File: src/settings_group_map.svh
// Register offsets, field positions and reset values of the group selector
`ifndef SETTINGS_GROUP_MAP_SVH
`define SETTINGS_GROUP_MAP_SVH

// ----------------------------------------------------------------------
// Register byte offsets
// ----------------------------------------------------------------------
`define SG_PB_CONFIG_OFFSET   8'h00
`define SG_PB_REMOTE_OFFSET   8'h04
`define SG_GROUP_CFG_OFFSET   8'h08
`define SG_GROUP_STAT_OFFSET  8'h0C

// ----------------------------------------------------------------------
// Field positions
// ----------------------------------------------------------------------
`define SG_PB_ENABLE_LSB      0
`define SG_PB_MAINT_LSB       8
`define SG_ALT_ONE_SELECT_INPUT_EN_BIT        0
`define SG_ALT_TWO_SELECT_INPUT_EN_BIT        1
`define SG_STAT_ACTIVE_LSB    0
`define SG_STAT_ALT_ONE_SELECT_INPUT_SEL_BIT  4
`define SG_STAT_ALT_TWO_SELECT_INPUT_SEL_BIT  5
`define SG_STAT_LOCK_BIT      6

// ----------------------------------------------------------------------
// Reset values and pushbutton count
// ----------------------------------------------------------------------
`define SG_PB_ENABLE_RESET    6'h00
`define SG_PB_MAINT_RESET     6'h3F
`define SG_ALT_EN_RESET       2'h3
`define SG_PB_COUNT           6

`endif

File: src/settings_group_pkg.sv
// Types shared by the group selector modules
package settings_group_pkg;

  typedef enum logic [2:0] {
    GRP_PRIMARY = 3'b001,
    GRP_ALT_ONE = 3'b010,
    GRP_ALT_TWO = 3'b100
  } group_t;

  typedef enum logic [1:0] {
    AHB_IDLE   = 2'b00,
    AHB_BUSY   = 2'b01,
    AHB_NONSEQ = 2'b10,
    AHB_SEQ    = 2'b11
  } htrans_t;

endpackage : settings_group_pkg

File: src/group_if.sv
// Signals between the register block and the group sequencer
interface group_if;
  import settings_group_pkg::*;

  logic   advance;       // Advance input level
  logic   altOneSel;     // Alternate one select level
  logic   altTwoSel;     // Alternate two select level
  logic   altOneEn;      // Alternate one enabled
  logic   altTwoEn;      // Alternate two enabled
  logic   restoreValid;  // Stored group is valid
  group_t restoreGroup;  // Stored group from non-volatile store
  group_t active;        // Active group, one-hot
  logic   saveStrobe;    // Active group changed

  modport ctrl (output advance, altOneSel, altTwoSel, altOneEn, altTwoEn,
                output restoreValid, restoreGroup,
                input  active, saveStrobe);
  modport seq  (input  advance, altOneSel, altTwoSel, altOneEn, altTwoEn,
                input  restoreValid, restoreGroup,
                output active, saveStrobe);
endinterface : group_if

File: src/group_sequencer.sv
// Active settings group sequencer
module group_sequencer
  import settings_group_pkg::*;
(
  input wire logic clk,     // System clock
  input wire logic reset_n, // Asynchronous reset, active low
  group_if.seq     grp      // Group control and status
);

  // --------------------------------------------------------------------
  // Next enabled group in the order primary, alt one, alt two
  // --------------------------------------------------------------------
  function automatic group_t nextGroup(input group_t cur,
                                       input logic en1,
                                       input logic en2);
    group_t n;
    n = GRP_PRIMARY;
    case (cur)
      GRP_PRIMARY: begin
        if (en1)      n = GRP_ALT_ONE;
        else if (en2) n = GRP_ALT_TWO;
      end
      GRP_ALT_ONE: begin
        if (en2)      n = GRP_ALT_TWO;
      end
      default:        n = GRP_PRIMARY;
    endcase
    return n;
  endfunction : nextGroup

  group_t state_q;
  group_t state_d;
  logic   advPrev_q;
  logic   selHeld_q;
  logic   loaded_q;
  logic   saved_q;

  wire logic sel1     = grp.altOneSel & grp.altOneEn;
  wire logic sel2     = grp.altTwoSel & grp.altTwoEn;
  wire logic selHeld  = sel1 | sel2;
  wire logic advEdge  = grp.advance & ~advPrev_q;
  wire logic curValid = (state_q == GRP_PRIMARY) ||
                        (state_q == GRP_ALT_ONE && grp.altOneEn) ||
                        (state_q == GRP_ALT_TWO && grp.altTwoEn);

  // --------------------------------------------------------------------
  // Next state
  // --------------------------------------------------------------------
  always_comb begin
    state_d = state_q;
    if (!loaded_q) begin
      if (grp.restoreValid)
        state_d = grp.restoreGroup;
    end else if (sel2) begin
      state_d = GRP_ALT_TWO;
    end else if (sel1) begin
      state_d = GRP_ALT_ONE;
    end else if (selHeld_q) begin
      state_d = GRP_PRIMARY;
    end else if (!curValid) begin
      state_d = GRP_PRIMARY;
    end else if (advEdge) begin
      state_d = nextGroup(state_q, grp.altOneEn, grp.altTwoEn);
    end
  end

  always_ff @(posedge clk or negedge reset_n) begin
    if (!reset_n) begin
      state_q   <= GRP_PRIMARY;
      advPrev_q <= 1'b1;
      selHeld_q <= 1'b0;
      loaded_q  <= 1'b0;
      saved_q   <= 1'b0;
    end else begin
      state_q   <= state_d;
      advPrev_q <= grp.advance;
      selHeld_q <= loaded_q & selHeld;
      loaded_q  <= 1'b1;
      saved_q   <= loaded_q && (state_d != state_q);
    end
  end

  assign grp.active     = state_q;
  // Delayed one cycle so the store strobe lines up with the new group
  assign grp.saveStrobe = saved_q;

endmodule : group_sequencer

File: src/settings_group_selector.sv
// Pushbutton control and settings group selector with AHB-Lite registers
`include "settings_group_map.svh"

module settings_group_selector
  import settings_group_pkg::*;
(
  input  wire logic        clk,              // System clock
  input  wire logic        reset_n,          // Async reset, active low
  // AHB-Lite slave
  input  wire logic        hsel,             // Slave select
  input  wire logic [31:0] haddr,            // Address
  input  wire logic [1:0]  htrans,           // Transfer type
  input  wire logic        hwrite,           // Write
  input  wire logic [2:0]  hsize,            // Transfer size
  input  wire logic        hready,           // Bus ready in
  input  wire logic [31:0] hwdata,           // Write data
  output      logic [31:0] hrdata,           // Read data
  output      logic        hreadyout,        // Slave ready
  output      logic        hresp,            // Response, always OKAY
  // Operator panel and logic inputs
  input  wire logic [5:0]  panelPress,       // Panel button levels
  input  wire logic        remoteLockout,    // Reject remote commands
  input  wire logic        groupAdvance,     // Group advance input
  input  wire logic        altOneSelect,     // Alternate one select
  input  wire logic        altTwoSelect,     // Alternate two select
  // Non-volatile group store
  input  wire logic        storedValid,      // Stored group valid
  input  wire logic [2:0]  storedGroup,      // Stored group, one-hot
  output      logic        saveStrobe,       // Write store, one pulse
  output      logic [2:0]  saveGroup,        // Group to store
  // Outputs
  output      logic [5:0]  pushbuttonOut,    // Pushbutton outputs
  output      logic        primaryActive,    // Primary group active
  output      logic        altOneActive,     // Alternate one active
  output      logic        altTwoActive      // Alternate two active
);

  // --------------------------------------------------------------------
  // Byte offset decode
  // --------------------------------------------------------------------
  function automatic logic isReg(input logic [31:0] a,
                                 input logic [7:0]  off);
    return (a[31:8] == 24'h00_0000) && (a[7:0] == off);
  endfunction : isReg

  // --------------------------------------------------------------------
  // Bus slave, zero wait states
  // --------------------------------------------------------------------
  logic        wrPend_q;
  logic [7:0]  wrAddr_q;
  logic [31:0] rdData_q;
  logic [31:0] rdData_d;

  wire logic addrPhase = hsel & hready & htrans[1];
  wire logic wrAccept  = addrPhase & hwrite;
  wire logic rdAccept  = addrPhase & ~hwrite;

  wire logic wrConfig  = wrPend_q && (wrAddr_q == `SG_PB_CONFIG_OFFSET);
  wire logic wrRemote  = wrPend_q && (wrAddr_q == `SG_PB_REMOTE_OFFSET);
  wire logic wrGroup   = wrPend_q && (wrAddr_q == `SG_GROUP_CFG_OFFSET);

  logic        mapped;

  assign mapped = isReg(haddr, `SG_PB_CONFIG_OFFSET) ||
                  isReg(haddr, `SG_PB_REMOTE_OFFSET) ||
                  isReg(haddr, `SG_GROUP_CFG_OFFSET) ||
                  isReg(haddr, `SG_GROUP_STAT_OFFSET);

  always_ff @(posedge clk or negedge reset_n) begin
    if (!reset_n) begin
      wrPend_q <= 1'b0;
      wrAddr_q <= 8'h00;
    end else begin
      wrPend_q <= wrAccept & mapped;
      wrAddr_q <= haddr[7:0];
    end
  end

  assign hreadyout = 1'b1;
  assign hresp     = 1'b0;

  // --------------------------------------------------------------------
  // Configuration registers
  // --------------------------------------------------------------------
  logic [5:0] pbEnable_q;
  logic [5:0] pbMaint_q;
  logic [1:0] altEn_q;

  always_ff @(posedge clk or negedge reset_n) begin
    if (!reset_n) begin
      pbEnable_q <= `SG_PB_ENABLE_RESET;
      pbMaint_q  <= `SG_PB_MAINT_RESET;
      altEn_q    <= `SG_ALT_EN_RESET;
    end else begin
      if (wrConfig) begin
        pbEnable_q <= hwdata[`SG_PB_ENABLE_LSB +: 6];
        pbMaint_q  <= hwdata[`SG_PB_MAINT_LSB +: 6];
      end
      if (wrGroup) begin
        altEn_q[0] <= hwdata[`SG_ALT_ONE_SELECT_INPUT_EN_BIT];
        altEn_q[1] <= hwdata[`SG_ALT_TWO_SELECT_INPUT_EN_BIT];
      end
    end
  end

  // --------------------------------------------------------------------
  // Pushbuttons
  // --------------------------------------------------------------------
  logic [5:0] panelPrev_q;
  logic [5:0] maintState_q;
  logic [5:0] pbOut_q;
  logic [5:0] pbOut_d;
  logic [5:0] maintState_d;

  wire logic [5:0] panelEdge   = panelPress & ~panelPrev_q;
  wire logic [5:0] panelPush   = panelEdge & pbEnable_q;
  wire logic [5:0] remotePush  = (wrRemote && !remoteLockout) ?
                                 hwdata[5:0] : 6'h00;
  wire logic [5:0] press       = panelPush | remotePush;

  always_comb begin
    maintState_d = maintState_q;
    pbOut_d      = 6'h00;
    for (int i = 0; i < `SG_PB_COUNT; i++) begin
      if (pbMaint_q[i]) begin
        if (press[i])
          maintState_d[i] = ~maintState_q[i];
        pbOut_d[i] = maintState_d[i];
      end else begin
        maintState_d[i] = 1'b0;
        pbOut_d[i]      = press[i];
      end
    end
  end

  always_ff @(posedge clk or negedge reset_n) begin
    if (!reset_n) begin
      panelPrev_q  <= 6'h3F;
      maintState_q <= 6'h00;
      pbOut_q      <= 6'h00;
    end else begin
      panelPrev_q  <= panelPress;
      maintState_q <= maintState_d;
      pbOut_q      <= pbOut_d;
    end
  end

  assign pushbuttonOut = pbOut_q;

  // --------------------------------------------------------------------
  // Settings group sequencer
  // --------------------------------------------------------------------
  group_if grp ();

  assign grp.advance      = groupAdvance;
  assign grp.altOneSel    = altOneSelect;
  assign grp.altTwoSel    = altTwoSelect;
  assign grp.altOneEn     = altEn_q[0];
  assign grp.altTwoEn     = altEn_q[1];
  assign grp.restoreValid = storedValid &&
                            (storedGroup == GRP_PRIMARY ||
                             storedGroup == GRP_ALT_ONE ||
                             storedGroup == GRP_ALT_TWO);
  assign grp.restoreGroup = group_t'(storedGroup);

  group_sequencer u_seq (
    .clk     (clk),
    .reset_n (reset_n),
    .grp     (grp.seq)
  );

  logic [2:0] active_q;
  logic       save_q;

  always_ff @(posedge clk or negedge reset_n) begin
    if (!reset_n) begin
      save_q   <= 1'b0;
      active_q <= GRP_PRIMARY;
    end else begin
      save_q   <= grp.saveStrobe;
      active_q <= grp.active;
    end
  end

  assign saveStrobe    = save_q;
  assign saveGroup     = active_q;
  assign primaryActive = active_q[0];
  assign altOneActive  = active_q[1];
  assign altTwoActive  = active_q[2];

  // --------------------------------------------------------------------
  // Read data, captured in the address phase
  // --------------------------------------------------------------------
  wire logic [31:0] cfgWord  = {18'h0_0000, pbMaint_q, 2'b00, pbEnable_q};
  wire logic [31:0] outWord  = {26'h000_0000, pbOut_q};
  wire logic [31:0] grpWord  = {30'h0000_0000, altEn_q};
  wire logic [31:0] statWord = {25'h000_0000, remoteLockout,
                                altTwoSelect, altOneSelect,
                                1'b0, active_q};

  always_comb begin
    if (isReg(haddr, `SG_PB_CONFIG_OFFSET))
      rdData_d = cfgWord;
    else if (isReg(haddr, `SG_PB_REMOTE_OFFSET))
      rdData_d = outWord;
    else if (isReg(haddr, `SG_GROUP_CFG_OFFSET))
      rdData_d = grpWord;
    else if (isReg(haddr, `SG_GROUP_STAT_OFFSET))
      rdData_d = statWord;
    else
      rdData_d = 32'h0000_0000;
  end

  always_ff @(posedge clk or negedge reset_n) begin
    if (!reset_n)
      rdData_q <= 32'h0000_0000;
    else if (rdAccept)
      rdData_q <= rdData_d;
  end

  assign hrdata = rdData_q;

endmodule : settings_group_selector

File: config.mk
export PLATFORM = sky130hd
export DESIGN_NAME = settings_group_selector
export DESIGN_NICKNAME = d
export VERILOG_FILES = /design/src/settings_group_pkg.sv /design/src/group_if.sv /design/src/group_sequencer.sv /design/src/settings_group_selector.sv
export VERILOG_INCLUDE_DIRS = /design/src
export SDC_FILE = /design/constraint.sdc
export NUM_CORES = 1
export LEC_CHECK = 0
export BUFFER_PORTS_ARGS = -buffer_cell sky130_fd_sc_hd__buf_2
export CAP_MARGIN = 20
export CORE_ASPECT_RATIO = 0.5
export CORE_MARGIN = 2
export CORE_UTILIZATION = 45
export DETAILED_ROUTE_END_ITERATION = 12
export GPL_ROUTABILITY_DRIVEN = 0
export PLACE_DENSITY = 0.8
export SKIP_CTS_REPAIR_TIMING = 1
export SYNTH_ARGS = -nofsm -noshare
export SYNTH_HDL_FRONTEND = slang
export SYNTH_SLANG_ARGS = --single-unit
File: constraint.sdc
create_clock -name clk -period 3.1 [get_ports clk]
set_input_delay 0.62 -clock clk [delete_from_list [all_inputs] [get_ports clk]]
set_output_delay 0.62 -clock clk [all_outputs]
set_load 0.02 [all_outputs]
==> results of run 1 <==
==> cell type report <==
cell class / instances / share of cell area, %
clock buffer: 11 / 6.30
clock inverter: 5 / 0.812
inverter: 12 / 1.17
multi-input combinational: 178 / 33.8
sequential: 65 / 42.8
tap: 92 / 2.99
timing repair buffer: 92 / 12.1
==> sequential cells by signal, indices dropped and copies added, names as in the netlist, 2 cells and up <==
| name | cells |
|---|---|
| altEn_q | 2 |
| u_seq.grp.active | 3 |
| pushbuttonOut | 6 |
| pbMaint_q | 6 |
| maintState_q | 6 |
| pbEnable_q | 6 |
| saveGroup | 3 |
| wrAddr_q | 8 |
| panelPrev_q | 6 |
| hrdata | 13 |
==> synthesized netlist by cell type (2+ instances only) <==
library cell  instances
dfrtp_1              48
nand2_1              33
buf_4                24
dfstp_2              17
inv_1                12
mux2_2               11
o21ai_1               9
xnor2_1               9
xor2_1                7
a21oi_1               6
a32oi_2               6
and2_1                6
nor2_1                6
nor4_1                6
mux2_1                5
clkbuf_1              4
nor3b_1               4
o31ai_1               4
a22oi_1               3
o21ai_0               3
a21o_1                2
a31oi_1               2
and4bb_1              2
buf_2                 2
buf_6                 2
conb_1                2
mux2i_1               2
mux4_2                2
nand2b_1              2
nand3_1               2
nor3_1                2
o31ai_2               2
==> through the flow <==
step                      instances  total power [mW]
after floorplan                 287              1.10
after global placement          439              1.16
after detailed placement        439              1.16
after CTS                       455              2.08
after global routing            455              2.16
final                           455              2.06
==> worst max-delay path: stages, from the launching register on <==
cell and delay [ns]:
dfrtp_1 0.36, nor4b_2 0.26, nand2_1 0.19, nor4b_4 0.65
a32oi_2 0.17, xnor2_1 0.17, and2_1 0.16
==> power groups by stage <==
stage	combinational (mW)	sequential [mW]	clock (mW)
2_1_floorplan	0.169	0.929	0
3_3_place_gp	0.222	0.937	0
3_5_place_dp	0.224	0.939	0
4_1_cts	0.226	0.925	0.926
5_1_grt	0.246	0.931	0.985
6_report	0.224	0.926	0.910
==> worst paths after layout <==
| check | endpoint | slack (ns) | start |
|---|---|---|---|
| worst max-delay path | maintState_q[3]$_DFF_PN0_ | 1.01 | wrAddr_q[4]$_DFF_PN0_ |
| worst min-delay path | hrdata[0]$_DFFE_PN0P_ | 0.32 | reset_n |
| worst max register to register | maintState_q[3]$_DFF_PN0_ | 1.01 | wrAddr_q[4]$_DFF_PN0_ |
| worst min register to register | saveStrobe$_DFF_PN0_ | 0.35 | u_seq.grp.saveStrobe$_DFF_PN0_ |
| max in group asynchronous | panelPrev_q[2]$_DFF_PN1_ | 2.03 | reset_n |
| min in group clk | saveStrobe$_DFF_PN0_ | 0.35 | u_seq.grp.saveStrobe$_DFF_PN0_ |
==> logic make-up (layout without fill, tap and decap cells) <==
group / Yosys count / after routing
other cells: 2 / 22
xor+xnor: 16 / 16
buf+inv: 44 / 120
compound gates: 44 / 44
flops: 65 / 65
simple gates: 76 / 76
mux: 20 / 20
==> metal layers <==
layer / up-vias / wire (um) / GRT usage (%)
li1: 1078 / - / -
met1: 1097 / 2790 / 23.2
met2: 92 / 3360 / 31.0
met3: 7 / 523 / 7.07
met4: 0 / 72 / 6.75
met5: - / 0 / 0
==> flow_summary.json, run 1 <==
{
  "status": "complete, no violations",
  "core_area_um2": 6730,
  "wl_per_cell_um": 14.8,
  "seq_power_share_pct": 44.9,
  "drc": 0,
  "viasPerCell": 5.00,
  "p_comb_share_pct": 10.9,
  "p_int_mw": 1.54,
  "hold_slack_ns": 0.320,
  "h-tree-depth": 3,
  "yosysSeqAreaShare_pct": 52.3,
  "cp-start-kind": "flop",
  "leakage_nw": 1.86,
  "cts_buffers": 9,
  "final.fill_count": 564,
  "synth-main-ff-cell": "dfrtp_1",
  "drt_first_iter_violations": 115,
  "layout_min_cycle_time_ns": 2.09,
  "rsz0062_at_grt": "no",
  "grt_pass1_wl_mm": 10.9,
  "power.switching_mw": 0.518,
  "dr_total_vias": 2274,
  "layout_commonest_cell": "buf_2",
  "num_antenna_cells": 0,
  "io_pins": 135,
  "hold_viol_final": 0,
  "synth-async-reset-ratio_pct": 100,
  "setup_tns_ns": 0,
  "ys_warn_count": 0,
  "final_max_slew_viol_count": 0,
  "crit_required_ns": 3.31,
  "worstMarginPinSlew_ns": 0.751,
  "crit_arrival_ns": 2.30,
  "dp_hpwl_mm": 4.81,
  "synthTopCellsByArea": "dfrtp_1 (38%), dfstp_2 (14%), buf_4 (5.7%)",
  "critical_path_class": "reg2reg",
  "cts_root_buffer": "clkbuf_16",
  "syn_area_per_cell_um2": 11.8,
  "grt_util_all_layers_pct": 19.0,
  "num_rows": 21,
  "syn_area_um2": 3150,
  "die_x_um": 122,
  "finalSetupViolations": 0,
  "path_clk_slew_ns": 0.06,
  "die_h_um": 63.2,
  "critPathCaptureType": "flop",
  "powerDensity_nw_per_um2": 534,
  "relSlewSlack_pct": 49.9,
  "yosysTopAreaCellShare_pct": 38.1,
  "synth_area_leader_cell": "dfrtp_1",
  "start_util_pct": 46.8,
  "drive_gt1_share_pct": 43.0,
  "synthToLayoutAreaGrowth_pct": 22.4,
  "timing.final.crit_share_pct": 67.3,
  "ff_latch_area_um2": 1650,
  "cts_buffer_depth": 2,
  "netlist-cell-type-count": 52,
  "worstPathMaxFanout": 6,
  "synth_fa_ha_area_share_pct": 0,
  "clkPwrFrac_pct": 44.2,
  "synth_top_family_by_area": "simple AND/OR/NAND/NOR gates",
  "cts.sinks": 65,
  "min_path_type": "in2async",
  "final_antenna_net_count": 0,
  "synthMuxAreaShare_pct": 7.79,
  "final_area_um2": 3850,
  "die_area_um2": 7720,
  "cts_tree": "yes",
  "grt-ovfl-total": 0,
  "synth_edf_count": 0,
  "drv_cap": 0,
  "skew_ns": 0.00840,
  "postPlaceCellArea_um2": 3580,
  "max_freq_ghz": 0.479,
  "firstDrtPassIters": 4,
  "fin_ws_ns": 1.01,
  "antenna_found_initial": 0,
  "rr_worst_depth": 6,
  "first_global_vias": 2222,
  "synth-simple-area-share_pct": 14.9,
  "final_cell_mix": "buf_2 (89), dfrtp_1 (48), nand2_1 (33)",
  "swShare_pct": 25.1,
  "insertion_delay_ns": 0.32,
  "synth_compound_area_share_pct": 11.7,
  "ys_seq_elements": 65,
  "multi_input_area_um2": 1300,
  "pre_cts_slack_ns": 0.946,
  "wl_mm": 6.75,
  "irDropWorstVdd_mv": 0.276,
  "synth_cells": 267,
  "synthXorXnorAreaFrac_pct": 4.45,
  "grt_start_max_net_pins": 31,
  "port_buffers": 89,
  "final_net_count": 446,
  "utilization_pct": 57.3
}
Note: power is estimated with default switching activity, not from simulation.
==> inputs of run 2 (changes only) <==
--- a/config.mk
+++ b/config.mk
@@ -6,14 +6,15 @@
 export SDC_FILE = /design/constraint.sdc
 export NUM_CORES = 1
 export LEC_CHECK = 0
+export ABC_AREA = 1
 export BUFFER_PORTS_ARGS = -buffer_cell sky130_fd_sc_hd__buf_2
 export CAP_MARGIN = 20
 export CORE_ASPECT_RATIO = 0.5
 export CORE_MARGIN = 2
-export CORE_UTILIZATION = 45
+export CORE_UTILIZATION = 43
 export DETAILED_ROUTE_END_ITERATION = 12
 export GPL_ROUTABILITY_DRIVEN = 0
-export PLACE_DENSITY = 0.8
+export PLACE_DENSITY = 0.81
 export SKIP_CTS_REPAIR_TIMING = 1
 export SYNTH_ARGS = -nofsm -noshare
 export SYNTH_HDL_FRONTEND = slang
==> constraint.sdc (replaced) <==
create_clock -name clk -period 1.7 [get_ports clk]
set_input_delay 0.34 -clock clk [delete_from_list [all_inputs] [get_ports clk]]
set_output_delay 0.34 -clock clk [all_outputs]
set_load 0.02 [all_outputs]
==> run 2 against run 1 <==
- the run now ends with hold timing left
- sequential power up 84%
- worst hold slack worse by 0.34 ns
- final cell count is 24% higher
- flip-flop and latch count unchanged
- setup slack got worse by 0.94 ns
- first-iteration DRC count up 20%
- routed wire length is 2.1% higher
- synthesized cell count is 35% higher
- non-clock buffer count grew 13
- critical path depth down 1
- critical endpoint is now pushbuttonOut[0]$_DFF_PN0_
- largest cell class unchanged
- highest routed layer unchanged
==> flow_summary.json, run 2 <==
{
  "cpPeakStageDelay_ns": 0.47,
  "final_net_count": 556,
  "worst-path-buf-inv": 0,
  "power.switching_mw": 0.987,
  "die_h_um": 63.9,
  "cts_tree": "yes",
  "viasPerCell": 4.73,
  "port_buffers": 89,
  "firstDrtPassIters": 4,
  "reg2reg_from": "wrAddr_q[1]$_DFF_PN0_",
  "antenna_found_initial": 0,
  "dr_total_vias": 2673,
  "synth_area_leader_cell": "dfrtp_1",
  "path_clk_slew_ns": 0.05,
  "synthToLayoutAreaGrowth_pct": 29.8,
  "dp_hpwl_mm": 4.93,
  "multi_input_area_um2": 1200,
  "grt_pass1_wl_mm": 11.3,
  "p_int_mw": 3.10,
  "io_pins": 135,
  "drt_first_iter_violations": 138,
  "violations": "hold timing",
  "met2WireLength_mm": 3.52,
  "synth_fa_ha_area_share_pct": 0,
  "drc": 0,
  "crit_required_ns": 1.91,
  "cp-start-kind": "flop",
  "layout_commonest_cell": "buf_2",
  "critical_path_class": "reg2reg",
  "top_layer": "met4",
  "worstMarginPinSlew_ns": 0.509,
  "max_freq_ghz": 0.614,
  "final_max_slew_viol_count": 0,
  "num_rows": 21,
  "startpoint": "wrAddr_q[1]$_DFF_PN0_",
  "grt-ovfl-total": 0,
  "crit_chain": "or2_1, or3_4, o21ai_2, xnor2_1, o21ai_1",
  "total_power_mw": 4.08,
  "largest_register_ffs": 13,
  "rrSetupSlack_ns": 0.07,
  "drive_gt1_share_pct": 32.1,
  "synth_compound_area_share_pct": 10.2,
  "final.fill_count": 556,
  "core_area_um2": 6810,
  "clkPwrFrac_pct": 45.7,
  "min_path_type": "in2async",
  "synthTopCellsByArea": "dfrtp_1 (39%), dfstp_2 (14%), nand2_1 (9.3%)",
  "cts.sinks": 65,
  "syn_area_per_cell_um2": 8.56,
  "netlist-cell-type-count": 26,
  "die_x_um": 124,
  "yosysMostFrequentCell": "nand2_1",
  "crit_end": "pushbuttonOut[0]$_DFF_PN0_",
  "synth_top_family_by_area": "simple AND/OR/NAND/NOR gates",
  "ys_seq_elements": 65,
  "instances_no_fill": 565,
  "swShare_pct": 24.2,
  "cts_root_buffer": "clkbuf_16",
  "rr_worst_depth": 5,
  "wl_mm": 6.89,
  "hold_slack_ns": -0.0170,
  "crit_family": "simple AND/OR/NAND/NOR gates",
  "final_cell_mix": "buf_2 (89), nand2_1 (74), dfrtp_1 (48)",
  "layout_min_cycle_time_ns": 1.63,
  "skew_ns": 0.00263,
  "synth_cells": 360,
  "final_antenna_net_count": 0,
  "ys_warn_count": 0,
  "finalSetupViolations": 0,
  "worstPathMaxFanout": 6,
  "powerDensity_nw_per_um2": 1020,
  "critPathCaptureType": "flop",
  "rsz0062_at_grt": "yes",
  "synth-simple-area-share_pct": 23.4,
  "h-tree-depth": 3,
  "wl_per_cell_um": 12.2,
  "crit_arrival_ns": 1.84,
  "yosysSeqAreaShare_pct": 53.4,
  "leakage_nw": 2.09,
  "hold_viol_final": 12,
  "synth-async-reset-ratio_pct": 100,
  "die_area_um2": 7900,
  "cts_buffers": 9,
  "r2r-end": "pushbuttonOut[0]$_DFF_PN0_",
  "timing.final.crit_share_pct": 95.8,
  "synth_edf_count": 0,
  "synthMuxAreaShare_pct": 0,
  "yosys-top-cells-count": "nand2_1 (76), dfrtp_1 (48), nor2_1 (46)",
  "syn_area_um2": 3080,
  "path_depth": 5,
  "first_global_vias": 2577,
  "wl_met3_um": 469,
  "seq_power_share_pct": 41.6,
  "slowest_stage": "or3_4",
  "grt_util_all_layers_pct": 18.8,
  "p_comb_share_pct": 12.7,
  "status": "complete, but fails checks",
  "synth-main-ff-cell": "dfrtp_1",
  "drv_cap": 0,
  "grt_start_max_net_pins": 25,
  "irDropWorstVdd_mv": 0.453,
  "start_util_pct": 45.3,
  "place_inst": 547,
  "synthXorXnorAreaFrac_pct": 1.70,
  "num_antenna_cells": 0,
  "met1_length_mm": 2.76,
  "yosysTopAreaCellShare_pct": 39.0,
  "relSlewSlack_pct": 66.1,
  "ff_latch_area_um2": 1650,
  "cts_buffer_depth": 2,
  "insertion_delay_ns": 0.32
}
[run 2: changes by cell type in the layout (fill, tap and decap cells not counted), moves of 5 or more]
cell,before,now
a21oi_1,6,16
a32oi_2,6,0
and2_1,6,0
buf_4,3,14
inv_1,12,33
mux2_1,5,0
mux2_2,11,0
nand2_1,33,74
nand3_1,2,24
nand3b_1,0,6
nor2_1,6,45
o21ai_0,3,16
o21ai_2,0,6
xor2_1,7,0
[run 2: through the flow]
stage | utilization (%) | area, um^2 | setup WS [ns] | TNS (ns)
2_1_floorplan | - | 3160 | 0.220 | 0
6_report | 58.8 | 4000 | 0.0712 | 0
3_5_place_dp | 53.7 | 3650 | -0.0189 | -0.0320
5_1_grt | 58.8 | 4000 | -0.0203 | -0.0563
4_1_cts | 58.2 | 3960 | 0.0244 | 0
3_3_place_gp | 53.7 | 3650 | 0.0213 | 0
[run 2: cell type report]
class | instances | share of cell area [%]
clock buffer | 14 | 6.85
inverter | 38 | 3.56
clock inverter | 2 | 0.876
timing repair buffer | 105 | 14.8
multi-input combinational | 249 | 29.9
sequential | 65 | 41.2
tap | 92 | 2.88
[run 2: worst min-delay path by stage]
| stage | startpoint | end | slack [ns] | depth (start not counted) |
|---|---|---|---|---|
| 2_1_floorplan | reset_n | hrdata[0]$_DFFE_PN0P_ | 0.04 | 0 |
| 3_3_place_gp | reset_n | hrdata[10]$_DFFE_PN0P_ | 0.33 | 1 |
| 3_5_place_dp | reset_n | maintState_q[2]$_DFF_PN0_ | 0.33 | 1 |
| 4_1_cts | reset_n | maintState_q[2]$_DFF_PN0_ | -0.01 | 1 |
| 5_1_grt | reset_n | hrdata[10]$_DFFE_PN0P_ | 0.006 | 1 |
| 6_report | reset_n | maintState_q[2]$_DFF_PN0_ | -0.02 | 1 |
[run 2: logic make-up (layout without fill, tap and decap cells)]
group                     Yosys count  after routing
and+or+nand+nor                   167            167
DFF                                65             65
xor gates and xnor gates            6              6
buffers and inverters              66            159
AOI/OAI and AO/OA                  54             54
other                               2             22
[run 2: routing by layer]
metal	GRT usage [%]	vias up
met5	0	-
li1	-	1335
met3	6.52	10
met4	6.68	0
met1	21.7	1247
met2	32.6	81
[run 2: power groups by stage]
| stage | registers (mW) | clock network [mW] | logic, mW |
|---|---|---|---|
| after global routing | 1.71 | 1.97 | 0.579 |
| after detailed placement | 1.72 | 0 | 0.493 |
| after CTS | 1.70 | 1.88 | 0.499 |
| after floorplan | 1.75 | 0 | 0.288 |
| final | 1.70 | 1.87 | 0.517 |
| after global placement | 1.72 | 0 | 0.487 |
[run 2: worst register-to-register path, cell delays in order (launching register included)]
cell	delay, ns
dfrtp_1	0.35
or2_1	0.24
or3_4	0.47
o21ai_2	0.20
xnor2_1	0.17
o21ai_1	0.08
